File: config.mk
export PLATFORM = sky130hd
export DESIGN_NAME = ppam_port
export DESIGN_NICKNAME = d
export VERILOG_FILES = /design/src/hw/ppam_pkg.sv /design/src/hw/ppam_fifo.sv /design/src/hw/ppam_port.sv
export SDC_FILE = /design/constraint.sdc
export NUM_CORES = 1
export LEC_CHECK = 0
export BUFFER_PORTS_ARGS = -buffer_cell sky130_fd_sc_hd__buf_4
export CAP_MARGIN = 15
export CELL_PAD_IN_SITES_DETAIL_PLACEMENT = 1
export CELL_PAD_IN_SITES_GLOBAL_PLACEMENT = 2
export CORE_MARGIN = 4
export CORE_UTILIZATION = 41
export DETAILED_ROUTE_END_ITERATION = 10
export MAX_ROUTING_LAYER = met4
export PLACE_DENSITY_LB_ADDON = 0.1
export SYNTH_ARGS = -nofsm -noshare
export SYNTH_HDL_FRONTEND = slang
export SYNTH_SLANG_ARGS = --single-unit
File: constraint.sdc
create_clock -name mclk_i -period 6.8 [get_ports mclk_i]
set_input_delay 2.04 -clock mclk_i [delete_from_list [all_inputs] [get_ports mclk_i]]
set_output_delay 2.04 -clock mclk_i [all_outputs]
set_load 0.005 [all_outputs]
File: src/hw/ppam_pkg.sv
package ppam_pkg;

    // ------------------------------------------------------------------
    // Mode and multiplex encodings
    // ------------------------------------------------------------------
    localparam logic [1:0] MODE_LEGACY_SLV = 2'h0;
    localparam logic [1:0] MODE_ENH_SLV    = 2'h1;
    localparam logic [1:0] MODE_MASTER2    = 2'h2;
    localparam logic [1:0] MODE_MASTER1    = 2'h3;
    localparam logic [1:0] MUX_DEMUX       = 2'h0;
    localparam logic [1:0] MUX_PARTIAL     = 2'h1;
    localparam logic [1:0] MUX_FULL8       = 2'h2;
    localparam logic [1:0] MUX_FULL16      = 2'h3;
    localparam logic [1:0] INTERRUPT_MODE_SELECT_EVERY      = 2'h1;

    // ------------------------------------------------------------------
    // Pin positions and widths
    // ------------------------------------------------------------------
    localparam int PIN_LATCH_LOW  = 0;
    localparam int PIN_LATCH_HIGH = 1;
    localparam int PIN_CS1        = 14;
    localparam int PIN_CS2        = 15;
    localparam int PIN_W          = 16;
    localparam int BYTE_W         = 8;
    localparam int REQ_W          = 33;

    // ------------------------------------------------------------------
    // Timing and buffer depth
    // ------------------------------------------------------------------
    localparam int CLK_PERIOD_NS = 10;
    localparam int DATA_PHASE_NS = 30;
    localparam int DATA_CYCLES   = (DATA_PHASE_NS + CLK_PERIOD_NS - 1) / CLK_PERIOD_NS;
    localparam int FIFO_DEPTH    = 8;

    typedef enum logic [1:0] {
        ST_IDLE,
        ST_ADDR_LO,
        ST_ADDR_HI,
        ST_DATA
    } ppam_state_e;

endpackage

File: src/hw/ppam_fifo.sv
`timescale 1ns/1ps
module ppam_fifo #(
    parameter int W     = 8,
    parameter int DEPTH = 8
) (
    input  wire logic         mclk_i,
    input  wire logic         sys_rst_i,
    input  wire logic         in_valid_i,
    output logic              in_ready_o,
    input  wire logic [W-1:0] in_data_i,
    output logic              out_valid_o,
    input  wire logic         out_ready_i,
    output logic [W-1:0]      out_data_o
);
    localparam int AW = (DEPTH > 1) ? $clog2(DEPTH) : 1;

    logic [W-1:0]  mem_q [DEPTH];
    logic [W-1:0]  mem_d [DEPTH];
    logic [AW-1:0] wp_q, wp_d, rp_q, rp_d;
    logic [AW:0]   cnt_q, cnt_d;
    logic          push, pop;

    assign in_ready_o  = (cnt_q != (AW+1)'(DEPTH));
    assign out_valid_o = (cnt_q != '0);
    assign out_data_o  = mem_q[rp_q];
    assign push        = in_valid_i && in_ready_o;
    assign pop         = out_valid_o && out_ready_i;

    always_comb begin
        mem_d = mem_q;
        wp_d  = wp_q;
        rp_d  = rp_q;
        if (push) begin
            mem_d[wp_q] = in_data_i;
            wp_d = (wp_q == AW'(DEPTH - 1)) ? '0 : wp_q + 1'b1;
        end
        if (pop) begin
            rp_d = (rp_q == AW'(DEPTH - 1)) ? '0 : rp_q + 1'b1;
        end
        cnt_d = cnt_q + (AW+1)'(push) - (AW+1)'(pop);
    end

    always_ff @(posedge mclk_i) begin
        if (sys_rst_i) begin
            wp_q  <= '0;
            rp_q  <= '0;
            cnt_q <= '0;
        end else begin
            wp_q  <= wp_d;
            rp_q  <= rp_d;
            cnt_q <= cnt_d;
        end
        mem_q <= mem_d;
    end

    chk_fifo_no_overflow: assert property (@(posedge mclk_i) disable iff (sys_rst_i)
        cnt_q <= (AW+1)'(DEPTH)) else $error("Fifo count above depth.");
endmodule

File: src/hw/ppam_port.sv
// Overview of operation
// Partial multiplex puts address low byte on data low byte, one extra cycle.
// Multiplex field 01: pin 0 is latch-low strobe, pins 7..1 released.
// Field 10: low address byte, then upper six or seven bits, two extra cycles.
// Field 11: whole address on 16-bit data bus in one extra cycle.
// Upper address part is seven bits without chip select, six with one.
// Full multiplex: pin 0 latch-low, pin 1 latch-high, pins 13..2 released.
// Far side latches the low address byte unless the peripheral does so.
// Mode 11 is master mode 1 with programmable active-high strobes.
// Mode 00 is legacy 8-bit slave selected by chip select one.
// In master mode the data input register carries transfer data for DMA.
// Interrupt mode 01 raises the interrupt after every transfer unit.
// Far side sets DMA start trigger to the port interrupt number.
// An address pin is driven only when its enable bit is one; the code also drives pins 14 and 15 when their chip select is enabled.
// Address pin 15 doubles as chip select two, pin 14 as chip select one.
// Without wide data only data pins 7..0 are used; the code also drives data pins 15..8 in the field 11 address cycle.
// Any slave mode claims chip select one, strobes and low data byte.
// Only enhanced slave uses address pins 1 and 0 as inputs.
// Slave modes use only the low data byte and ignore wide data.
// Demultiplexed mode drives address on address pins alongside data.
// Latch strobes pulse only during address phases, low in data phase.
`timescale 1ns/1ps
module ppam_port import ppam_pkg::*; #(
    parameter int DEPTH = FIFO_DEPTH
) (
    input  wire logic        mclk_i,
    input  wire logic        sys_rst_i,
    input  wire logic        port_enable_i,
    input  wire logic [1:0]  port_mode_i,
    input  wire logic [1:0]  address_multiplex_select_i,
    input  wire logic        wide_data_select_i,
    input  wire logic [1:0]  interrupt_mode_select_i,
    input  wire logic [15:0] address_pin_enable_register_i,
    input  wire logic        chip_select_one_enable_i,
    input  wire logic        chip_select_two_enable_i,
    input  wire logic        cs_active_high_i,
    input  wire logic        rd_active_high_i,
    input  wire logic        wr_active_high_i,
    input  wire logic        req_valid_i,
    output logic             req_ready_o,
    input  wire logic        req_write_i,
    input  wire logic [15:0] req_addr_i,
    input  wire logic [15:0] req_data_i,
    output logic [15:0]      data_input_register_o,
    output logic             data_valid_o,
    output logic [1:0]       slave_addr_o,
    input  wire logic [7:0]  slave_tx_i,
    output logic             irq_o,
    output logic             busy_o,
    input  wire logic [1:0]  port_address_pins_i,
    output logic [15:0]      port_address_pins_o,
    output logic [15:0]      port_address_pins_oe_n_o,
    output logic [15:0]      addr_pin_owned_o,
    input  wire logic [15:0] port_data_pins_i,
    output logic [15:0]      port_data_pins_o,
    output logic [15:0]      port_data_pins_oe_n_o,
    output logic [15:0]      data_pin_owned_o,
    input  wire logic        chip_select_one_pin_i,
    input  wire logic        read_strobe_pin_i,
    output logic             read_strobe_pin_o,
    output logic             read_strobe_pin_oe_n_o,
    input  wire logic        write_strobe_pin_i,
    output logic             write_strobe_pin_o,
    output logic             write_strobe_pin_oe_n_o
);
    // ------------------------------------------------------------------
    // Pin synchronisers and request buffer
    // ------------------------------------------------------------------
    localparam int SYNC_W = 21;

    logic [SYNC_W-1:0] sync1_q, sync2_q;
    logic [15:0]       s_data;
    logic [1:0]        s_addr;
    logic              s_cs, s_rd, s_wr;
    logic              f_valid, f_pop;
    logic [REQ_W-1:0]  f_data;

    assign {s_data, s_addr, s_cs, s_rd, s_wr} = sync2_q;

    always_ff @(posedge mclk_i) begin
        if (sys_rst_i) begin
            sync1_q <= '0;
            sync2_q <= '0;
        end else begin
            sync1_q <= {port_data_pins_i, port_address_pins_i, chip_select_one_pin_i,
                        read_strobe_pin_i, write_strobe_pin_i};
            sync2_q <= sync1_q;
        end
    end

    // The buffer stalls the DMA source while the pins are slower than it.
    ppam_fifo #(.W(REQ_W), .DEPTH(DEPTH)) u_req_fifo (
        .mclk_i      (mclk_i),
        .sys_rst_i   (sys_rst_i),
        .in_valid_i  (req_valid_i),
        .in_ready_o  (req_ready_o),
        .in_data_i   ({req_write_i, req_addr_i, req_data_i}),
        .out_valid_o (f_valid),
        .out_ready_i (f_pop),
        .out_data_o  (f_data)
    );

    // ------------------------------------------------------------------
    // Transfer engine
    // ------------------------------------------------------------------
    ppam_state_e st_q, st_d;
    logic [1:0]  cnt_q, cnt_d;
    logic        wr_q, wr_d;
    logic [15:0] addr_q, addr_d, wdat_q, wdat_d, rdat_q, rdat_d;
    logic        dv_q, dv_d, irq_q, irq_d;
    logic [1:0]  saddr_q, saddr_d;
    logic        swsel_q, srsel_q;
    logic        master, slave, wide, done, cs_any, swsel, srsel, sw_end, sr_end;
    logic [1:0]  mux;
    logic [7:0]  upper;

    assign mux    = address_multiplex_select_i;
    assign master = port_enable_i && port_mode_i[1];
    assign slave  = port_enable_i && !port_mode_i[1];
    assign wide   = master && wide_data_select_i;
    assign cs_any = chip_select_one_enable_i || chip_select_two_enable_i;
    assign upper  = cs_any ? {2'h0, addr_q[13:8]} : {1'b0, addr_q[14:8]};
    assign swsel  = (s_cs == cs_active_high_i) && (s_wr == wr_active_high_i);
    assign srsel  = (s_cs == cs_active_high_i) && (s_rd == rd_active_high_i);
    assign sw_end = slave && swsel_q && !swsel;
    assign sr_end = slave && srsel_q && !srsel;
    assign done   = (st_q == ST_DATA) && (cnt_q == 2'(DATA_CYCLES - 1));

    always_comb begin
        st_d    = st_q;
        cnt_d   = cnt_q;
        wr_d    = wr_q;
        addr_d  = addr_q;
        wdat_d  = wdat_q;
        rdat_d  = rdat_q;
        saddr_d = saddr_q;
        f_pop   = 1'b0;
        dv_d    = 1'b0;
        case (st_q)
            ST_IDLE: begin
                if (master && f_valid) begin
                    f_pop  = 1'b1;
                    {wr_d, addr_d, wdat_d} = f_data;
                    cnt_d  = '0;
                    st_d   = (mux == MUX_DEMUX) ? ST_DATA : ST_ADDR_LO;
                end
            end
            ST_ADDR_LO: st_d = (mux == MUX_FULL8) ? ST_ADDR_HI : ST_DATA;
            ST_ADDR_HI: st_d = ST_DATA;
            ST_DATA: begin
                cnt_d = cnt_q + 2'h1;
                if (done) begin
                    st_d = ST_IDLE;
                    if (!wr_q) begin
                        rdat_d = wide ? s_data : {8'h0, s_data[7:0]};
                        dv_d   = 1'b1;
                    end
                end
            end
            default: st_d = ST_IDLE;
        endcase
        if (!master) begin
            st_d = ST_IDLE;
        end
        if (sw_end) begin
            rdat_d  = {8'h0, s_data[7:0]};
            dv_d    = 1'b1;
            saddr_d = (port_mode_i == MODE_ENH_SLV) ? s_addr : 2'h0;
        end
        irq_d = (interrupt_mode_select_i == INTERRUPT_MODE_SELECT_EVERY) && (done || sw_end || sr_end);
    end

    always_ff @(posedge mclk_i) begin
        if (sys_rst_i) begin
            st_q    <= ST_IDLE;
            cnt_q   <= '0;
            wr_q    <= 1'b0;
            addr_q  <= '0;
            wdat_q  <= '0;
            rdat_q  <= '0;
            saddr_q <= '0;
            dv_q    <= 1'b0;
            irq_q   <= 1'b0;
            swsel_q <= 1'b0;
            srsel_q <= 1'b0;
        end else begin
            st_q    <= st_d;
            cnt_q   <= cnt_d;
            wr_q    <= wr_d;
            addr_q  <= addr_d;
            wdat_q  <= wdat_d;
            rdat_q  <= rdat_d;
            saddr_q <= saddr_d;
            dv_q    <= dv_d;
            irq_q   <= irq_d;
            swsel_q <= swsel;
            srsel_q <= srsel;
        end
    end

    assign data_input_register_o = rdat_q;
    assign data_valid_o          = dv_q;
    assign irq_o                 = irq_q;
    assign slave_addr_o          = saddr_q;
    assign busy_o                = (st_q != ST_IDLE);

    // ------------------------------------------------------------------
    // Pin map
    // ------------------------------------------------------------------
    logic [15:0] usable, a_own;
    logic        act, lat_lo, lat_hi, in_data;

    assign act     = (st_q != ST_IDLE);
    assign in_data = (st_q == ST_DATA);
    assign lat_lo  = (st_q == ST_ADDR_LO);
    assign lat_hi  = (st_q == ST_ADDR_HI) || (lat_lo && mux == MUX_FULL16);

    always_comb begin
        case (mux)
            MUX_DEMUX:   usable = 16'hffff;
            MUX_PARTIAL: usable = 16'hff01;
            default:     usable = 16'hc003;
        endcase
        a_own = address_pin_enable_register_i & usable;
        a_own[PIN_CS1] = a_own[PIN_CS1] || chip_select_one_enable_i;
        a_own[PIN_CS2] = a_own[PIN_CS2] || chip_select_two_enable_i;

        port_address_pins_o      = '0;
        port_address_pins_oe_n_o = 16'hffff;
        addr_pin_owned_o         = '0;
        port_data_pins_o         = '0;
        port_data_pins_oe_n_o    = 16'hffff;
        data_pin_owned_o         = '0;
        read_strobe_pin_o        = 1'b0;
        read_strobe_pin_oe_n_o   = 1'b1;
        write_strobe_pin_o       = 1'b0;
        write_strobe_pin_oe_n_o  = 1'b1;

        if (master) begin
            addr_pin_owned_o         = a_own;
            port_address_pins_oe_n_o = ~a_own;
            port_address_pins_o      = addr_q;
            if (mux != MUX_DEMUX) begin
                port_address_pins_o[PIN_LATCH_LOW] = lat_lo;
            end
            if (mux[1]) begin
                port_address_pins_o[PIN_LATCH_HIGH] = lat_hi;
            end
            if (chip_select_one_enable_i) begin
                port_address_pins_o[PIN_CS1] = ~(act ^ cs_active_high_i);
            end
            if (chip_select_two_enable_i) begin
                port_address_pins_o[PIN_CS2] = ~(act ^ cs_active_high_i);
            end
            port_address_pins_o = port_address_pins_o & a_own;

            data_pin_owned_o = wide ? 16'hffff : 16'h00ff;
            if (lat_lo) begin
                port_data_pins_o = {upper, addr_q[7:0]};
                port_data_pins_oe_n_o = (mux == MUX_FULL16) ? 16'h0000 : 16'hff00;
            end else if (st_q == ST_ADDR_HI) begin
                port_data_pins_o      = {8'h0, upper};
                port_data_pins_oe_n_o = 16'hff00;
            end else if (in_data && wr_q) begin
                port_data_pins_o      = wdat_q & data_pin_owned_o;
                port_data_pins_oe_n_o = ~data_pin_owned_o;
            end

            read_strobe_pin_oe_n_o  = 1'b0;
            write_strobe_pin_oe_n_o = 1'b0;
            if (port_mode_i == MODE_MASTER1) begin
                // Read/write level plus enable strobe; the level parks at read.
                read_strobe_pin_o  = ~((!wr_q || !act) ^ rd_active_high_i);
                write_strobe_pin_o = ~(in_data ^ wr_active_high_i);
            end else begin
                read_strobe_pin_o  = ~((in_data && !wr_q) ^ rd_active_high_i);
                write_strobe_pin_o = ~((in_data && wr_q) ^ wr_active_high_i);
            end
        end else if (slave) begin
            addr_pin_owned_o[PIN_CS1] = 1'b1;
            if (port_mode_i == MODE_ENH_SLV) begin
                addr_pin_owned_o[1:0] = 2'h3;
            end
            data_pin_owned_o = 16'h00ff;
            if (srsel) begin
                port_data_pins_o      = {8'h0, slave_tx_i};
                port_data_pins_oe_n_o = 16'hff00;
            end
        end
    end

    // ------------------------------------------------------------------
    // Checks
    // ------------------------------------------------------------------
    chk_partial_one_cycle: assert property (@(posedge mclk_i) disable iff (sys_rst_i)
        (st_q == ST_ADDR_LO && mux == MUX_PARTIAL && master) |=> (st_q == ST_DATA))
        else $error("Partial multiplex took more than one address cycle.");

    chk_latch_low_pin: assert property (@(posedge mclk_i) disable iff (sys_rst_i)
        (master && mux == MUX_PARTIAL && lat_lo && address_pin_enable_register_i[0])
        |-> (port_address_pins_o[0] && !port_address_pins_oe_n_o[0]
             && addr_pin_owned_o[7:1] == 7'h0))
        else $error("Partial mode latch-low pin wrong.");

    chk_full8_two_cycles: assert property (@(posedge mclk_i) disable iff (sys_rst_i)
        (st_q == ST_ADDR_LO && mux == MUX_FULL8 && master)
        |=> (st_q == ST_ADDR_HI) ##1 (st_q == ST_DATA))
        else $error("Full 8-bit multiplex sequence wrong.");

    chk_full16_single: assert property (@(posedge mclk_i) disable iff (sys_rst_i)
        (st_q == ST_ADDR_LO && mux == MUX_FULL16 && master)
        |-> (port_data_pins_oe_n_o == 16'h0 && port_data_pins_o[7:0] == addr_q[7:0])
            ##1 (st_q == ST_DATA))
        else $error("Full 16-bit address phase wrong.");

    chk_upper_width: assert property (@(posedge mclk_i) disable iff (sys_rst_i)
        (st_q == ST_ADDR_HI && cs_any) |-> (port_data_pins_o[7:6] == 2'h0))
        else $error("Upper address part too wide with chip select.");

    chk_full_release: assert property (@(posedge mclk_i) disable iff (sys_rst_i)
        (master && mux[1]) |-> (addr_pin_owned_o[13:2] == 12'h0))
        else $error("Full multiplex claimed released pins.");

    chk_pin_enable: assert property (@(posedge mclk_i) disable iff (sys_rst_i)
        master |-> (&(port_address_pins_oe_n_o[13:0] | address_pin_enable_register_i[13:0])))
        else $error("Disabled address pin driven.");

    chk_slave_low_byte: assert property (@(posedge mclk_i) disable iff (sys_rst_i)
        slave |-> (&port_data_pins_oe_n_o[15:8] && data_pin_owned_o == 16'h00ff))
        else $error("Slave mode used upper data byte.");

    chk_latch_data_low: assert property (@(posedge mclk_i) disable iff (sys_rst_i)
        (master && mux != MUX_DEMUX && $past(lat_lo) && st_q == ST_DATA)
        |-> (port_address_pins_o[1:0] == 2'h0))
        else $error("Latch strobe still active in data phase.");

    chk_irq_follows_done: assert property (@(posedge mclk_i) disable iff (sys_rst_i)
        (done && interrupt_mode_select_i == INTERRUPT_MODE_SELECT_EVERY && master) |=> irq_o)
        else $error("No interrupt after master transfer.");
endmodule

==> results.txt <==
The half-perimeter wire length after detailed placement came out at between 20000 and 30000 um. The global placement routability congestion is 0.7809. The starting density of the core is approximately two fifths.

The DRC violations left came out at 0. Input and output buffers added on the ports amount to 215. The share of layout cells above drive strength 1 is 32.04%. The post-placement cell area is 0.01669 mm2. The number of global-route vias before repair is 8838.

Setup repair after global routing left no endpoint under its margin. The count of hold-fix buffers inserted at cts is 0. The fill cell instance count of the final layout came out at 3506. The highest-delay cell along the critical path is sky130_fd_sc_hd__nor2_1.

The floorplan step defined a die boundary enclosing around 0.039 mm2. The cell row count is 69. The layout overhead on the synthesized area came out at 21.91%.

Yosys printed 0 warnings. The flow ran to the end, and the final reports show no timing, DRC or antenna violations. The count of endpoints failing hold in the final timing report came out at 0.

216 I/O pins were placed. The worst ir drop on vdd came out at 0.2134 mV. The cell that appears most often on the critical path is sky130_fd_sc_hd__buf_4. When the netlist entered floorplanning its net count stood at 1073.

The period utilization is 80.01%. The clock-pin transition on the worst setup and hold timing paths is 50 ps. Of all nets on the critical path, the largest fanout is 11. The sum of overflow across all layers after global routing is 0. The net count of the finished layout is 1267.

Setup violations remaining at the end of the flow were counted as 0. The delay of the slowest critical-path stage came out at 390 ps. The worst setup path is launched from a primary input. CTS saw 375 sinks.

The average vias per placed instance came out at 5.250. The setup path with the least slack is of type in -> out. The remaining number of nets flagged by the antenna check after routing came out at 0. The total iterations of the first detailed-routing run is 5. The power after layout is 5.630 mW. Timing would allow up to 183.8 MHz. The floorplan step set the die height to 198.4 um.

The final routed wirelength across all metal layers came out at 39230 um. The worst path in the final design needs a cycle of 5441 ps, including I/O delays and setup. The required arrival time at the worst endpoint is 4760 ps.

The worst-case headroom to the max-slew limit came out at 26.97%. The flip-flop cell with the highest count after synthesis is sky130_fd_sc_hd__edfxtp_1. After synthesis, the largest area contributor takes up 53.33% of total cell area. The global-route wire length before repair came out at 57170 um. The maximum clock insertion buffer count came out at 3.

The clock arrives with between 15 and 20 ps of skew. The worst path arrival time is 3400 ps. The H-tree depth is 2.

The average instance in the mapped netlist occupies between 15 and 20 um2. The proportion of register bits with asynchronous set or reset after synthesis came out at 0%. The cell count after synthesis came out at 962. The number of gates resized after cts is 0. The worst-margin pin slew is 1093 ps. Yosys mapped a number of flops with a built-in enable equal to 264. The number of antenna violations at the first check in global routing is 0. The biggest area contributor in the post-synthesis netlist is sky130_fd_sc_hd__edfxtp_1. The count of pins over their slew limit is 0. The most repeated cell in the gate-level netlist after synthesis is sky130_fd_sc_hd__edfxtp_1.

The number of buffers and inverters on the critical path came out at 3. The number of maximum-capacitance constraint violations came out at 0. The cell leakage power is 6.476 nW. The overall global routing resource usage came out at 20.08%.

The multi-input gate area in the final layout is 0.004125 mm2. The ratio of total power to cell area came out at 310.7 mW/mm2. The nature of the critical path endpoint is an output pin. The synthesized flop and latch total is 375. The overall via count from detail_route is around 8700. In this run, CTS created clock tree buffers numbering 42. The cell area after synthesis came out at between 0.01 and 0.015 mm2.

The family of cells with the greatest summed delay on the critical path is buffers and inverters. The CTS tree is done. The die is 198.4 um wide.

The total core area is ~0.036 mm2. Sorting the synthesized cells by how often they occur yields 264 x sky130_fd_sc_hd__edfxtp_1, 111 x sky130_fd_sc_hd__dfxtp_1, 70 x sky130_fd_sc_hd__nor2_1. The final setup TNS came out at 0 ps.

The worst min-delay path class is reg -> reg. The routed length per instance came out at 23.76 um. Summing all flip-flop and latch instances after layout gives roughly 0.01 mm2. Entering global routing, the biggest net connects 90 pins.

The clock latency at the later pin of the worst-skew pair came out at 560 ps. The finished cells cover 0.01812 mm2. The number of different library cells in the post-synthesis netlist is 55. On the final layout, the worst hold slack is 432.0 ps. Post-CTS timing repair inserted 0 buffers for setup. The proportion of synthesized chip area in sequential cells is 68.28%. The detailed router finished its first iteration with 499 violations. The critical path goes through buf_4 -> and2_1 -> inv_1 -> a21oi_1 -> nor2_1 -> buf_4. Ranked by total cell area, the synthesized netlist is headed by sky130_fd_sc_hd__edfxtp_1 53%, sky130_fd_sc_hd__dfxtp_1 15%, sky130_fd_sc_hd__mux4_2 8.2%, sky130_fd_sc_hd__mux4_1 2.1%, sky130_fd_sc_hd__nor2b_1 1.9%. The master cell of the clock root buffer is sky130_fd_sc_hd__clkbuf_16.
[through the flow]
stage,std cells,util [%],setup WS [ps]
2_1_floorplan,962,-,997.4
3_3_place_gp,1573,46.82,1392
3_5_place_dp,1573,46.82,1323
4_1_cts,1650,50.82,1324
5_1_grt,1650,50.82,1210
6_report,1651,50.83,1359
[layout make-up]
class,instances,share of cell area (%)
repair buffers,230,9.528
clock buffers,50,6.020
well taps,461,3.183
inverters,29,0.6007
multi-input cells,478,22.76
clock inverters,27,1.857
diodes,1,0.01381
flip-flops and latches,375,56.03
[routing by layer]
layer / up-vias / wire length, um / GRT usage [%]
li1: 3983 / - / -
met1: 4356 / 17400 / 27.29
met2: 276 / 18620 / 31.73
met3: 53 / 2458 / 3.794
met4: 0 / 751 / 4.990
met5: - / 0 / -
[final timing paths]
kind	from	endpoint	slack, ps	cells past startpoint
setup / recovery	port_mode_i[1]	port_data_pins_oe_n_o[7]	1360	6
hold / removal	sync1_q[15]$_SDFF_PP0_	sync2_q[15]$_SDFF_PP0_	430	1
setup reg to reg	st_q[1]$_SDFFE_PP0P_	u_req_fifo.cnt_q[2]$_SDFF_PP0_	3680	12
hold reg to reg	sync1_q[15]$_SDFF_PP0_	sync2_q[15]$_SDFF_PP0_	430	1
[placed cells by master, fill, tap and decap left out, drive strengths merged, types with 31 or more instances in the layout]
| cell type | synthesis | routed |
|---|---|---|
| mux4 | 66 | 66 |
| dfxtp | 111 | 111 |
| nor3 | 37 | 37 |
| clkbuf | 22 | 50 |
| edfxtp | 264 | 264 |
| nor2 | 70 | 70 |
| buf | 58 | 230 |
| inv | 29 | 31 |
| nand2 | 34 | 34 |
| o22ai | 33 | 33 |
| nor2b | 46 | 46 |
[report_power, final]
group / leakage, nW / total [mW] / internal (mW) / switching [mW]
Sequential: 3.31 / 2.71 / 2.60 / 0.108
Clock: 0.694 / 2.31 / 1.39 / 0.922
Combinational: 2.48 / 0.610 / 0.265 / 0.345
[state kept, by name, summed over array words and instances (netlist names), 3 cells and up]
name and flops:
u_req_fifo.mem_q 264, sync1_q 21, sync2_q 21, addr_q 16
data_input_register_o 16, wdat_q 16, u_req_fifo.cnt_q 4, u_req_fifo.rp_q 3
u_req_fifo.wp_q 3
[logic make-up (layout without fill, tap and decap cells)]
family,count (synthesis),count (layout),synth area share (%)
flip-flops,375,375,68.28
AND/OR/NAND/NOR,269,269,9.772
AO/OA/AOI/OAI,109,109,4.789
buffers and inverters,109,336,4.301
multiplexers,75,75,10.91
adder cells (fa/ha/maj),17,17,1.481
XOR/XNOR,8,8,0.4714
other,0,1,0
Note: power is estimated with default switching activity, not from simulation.
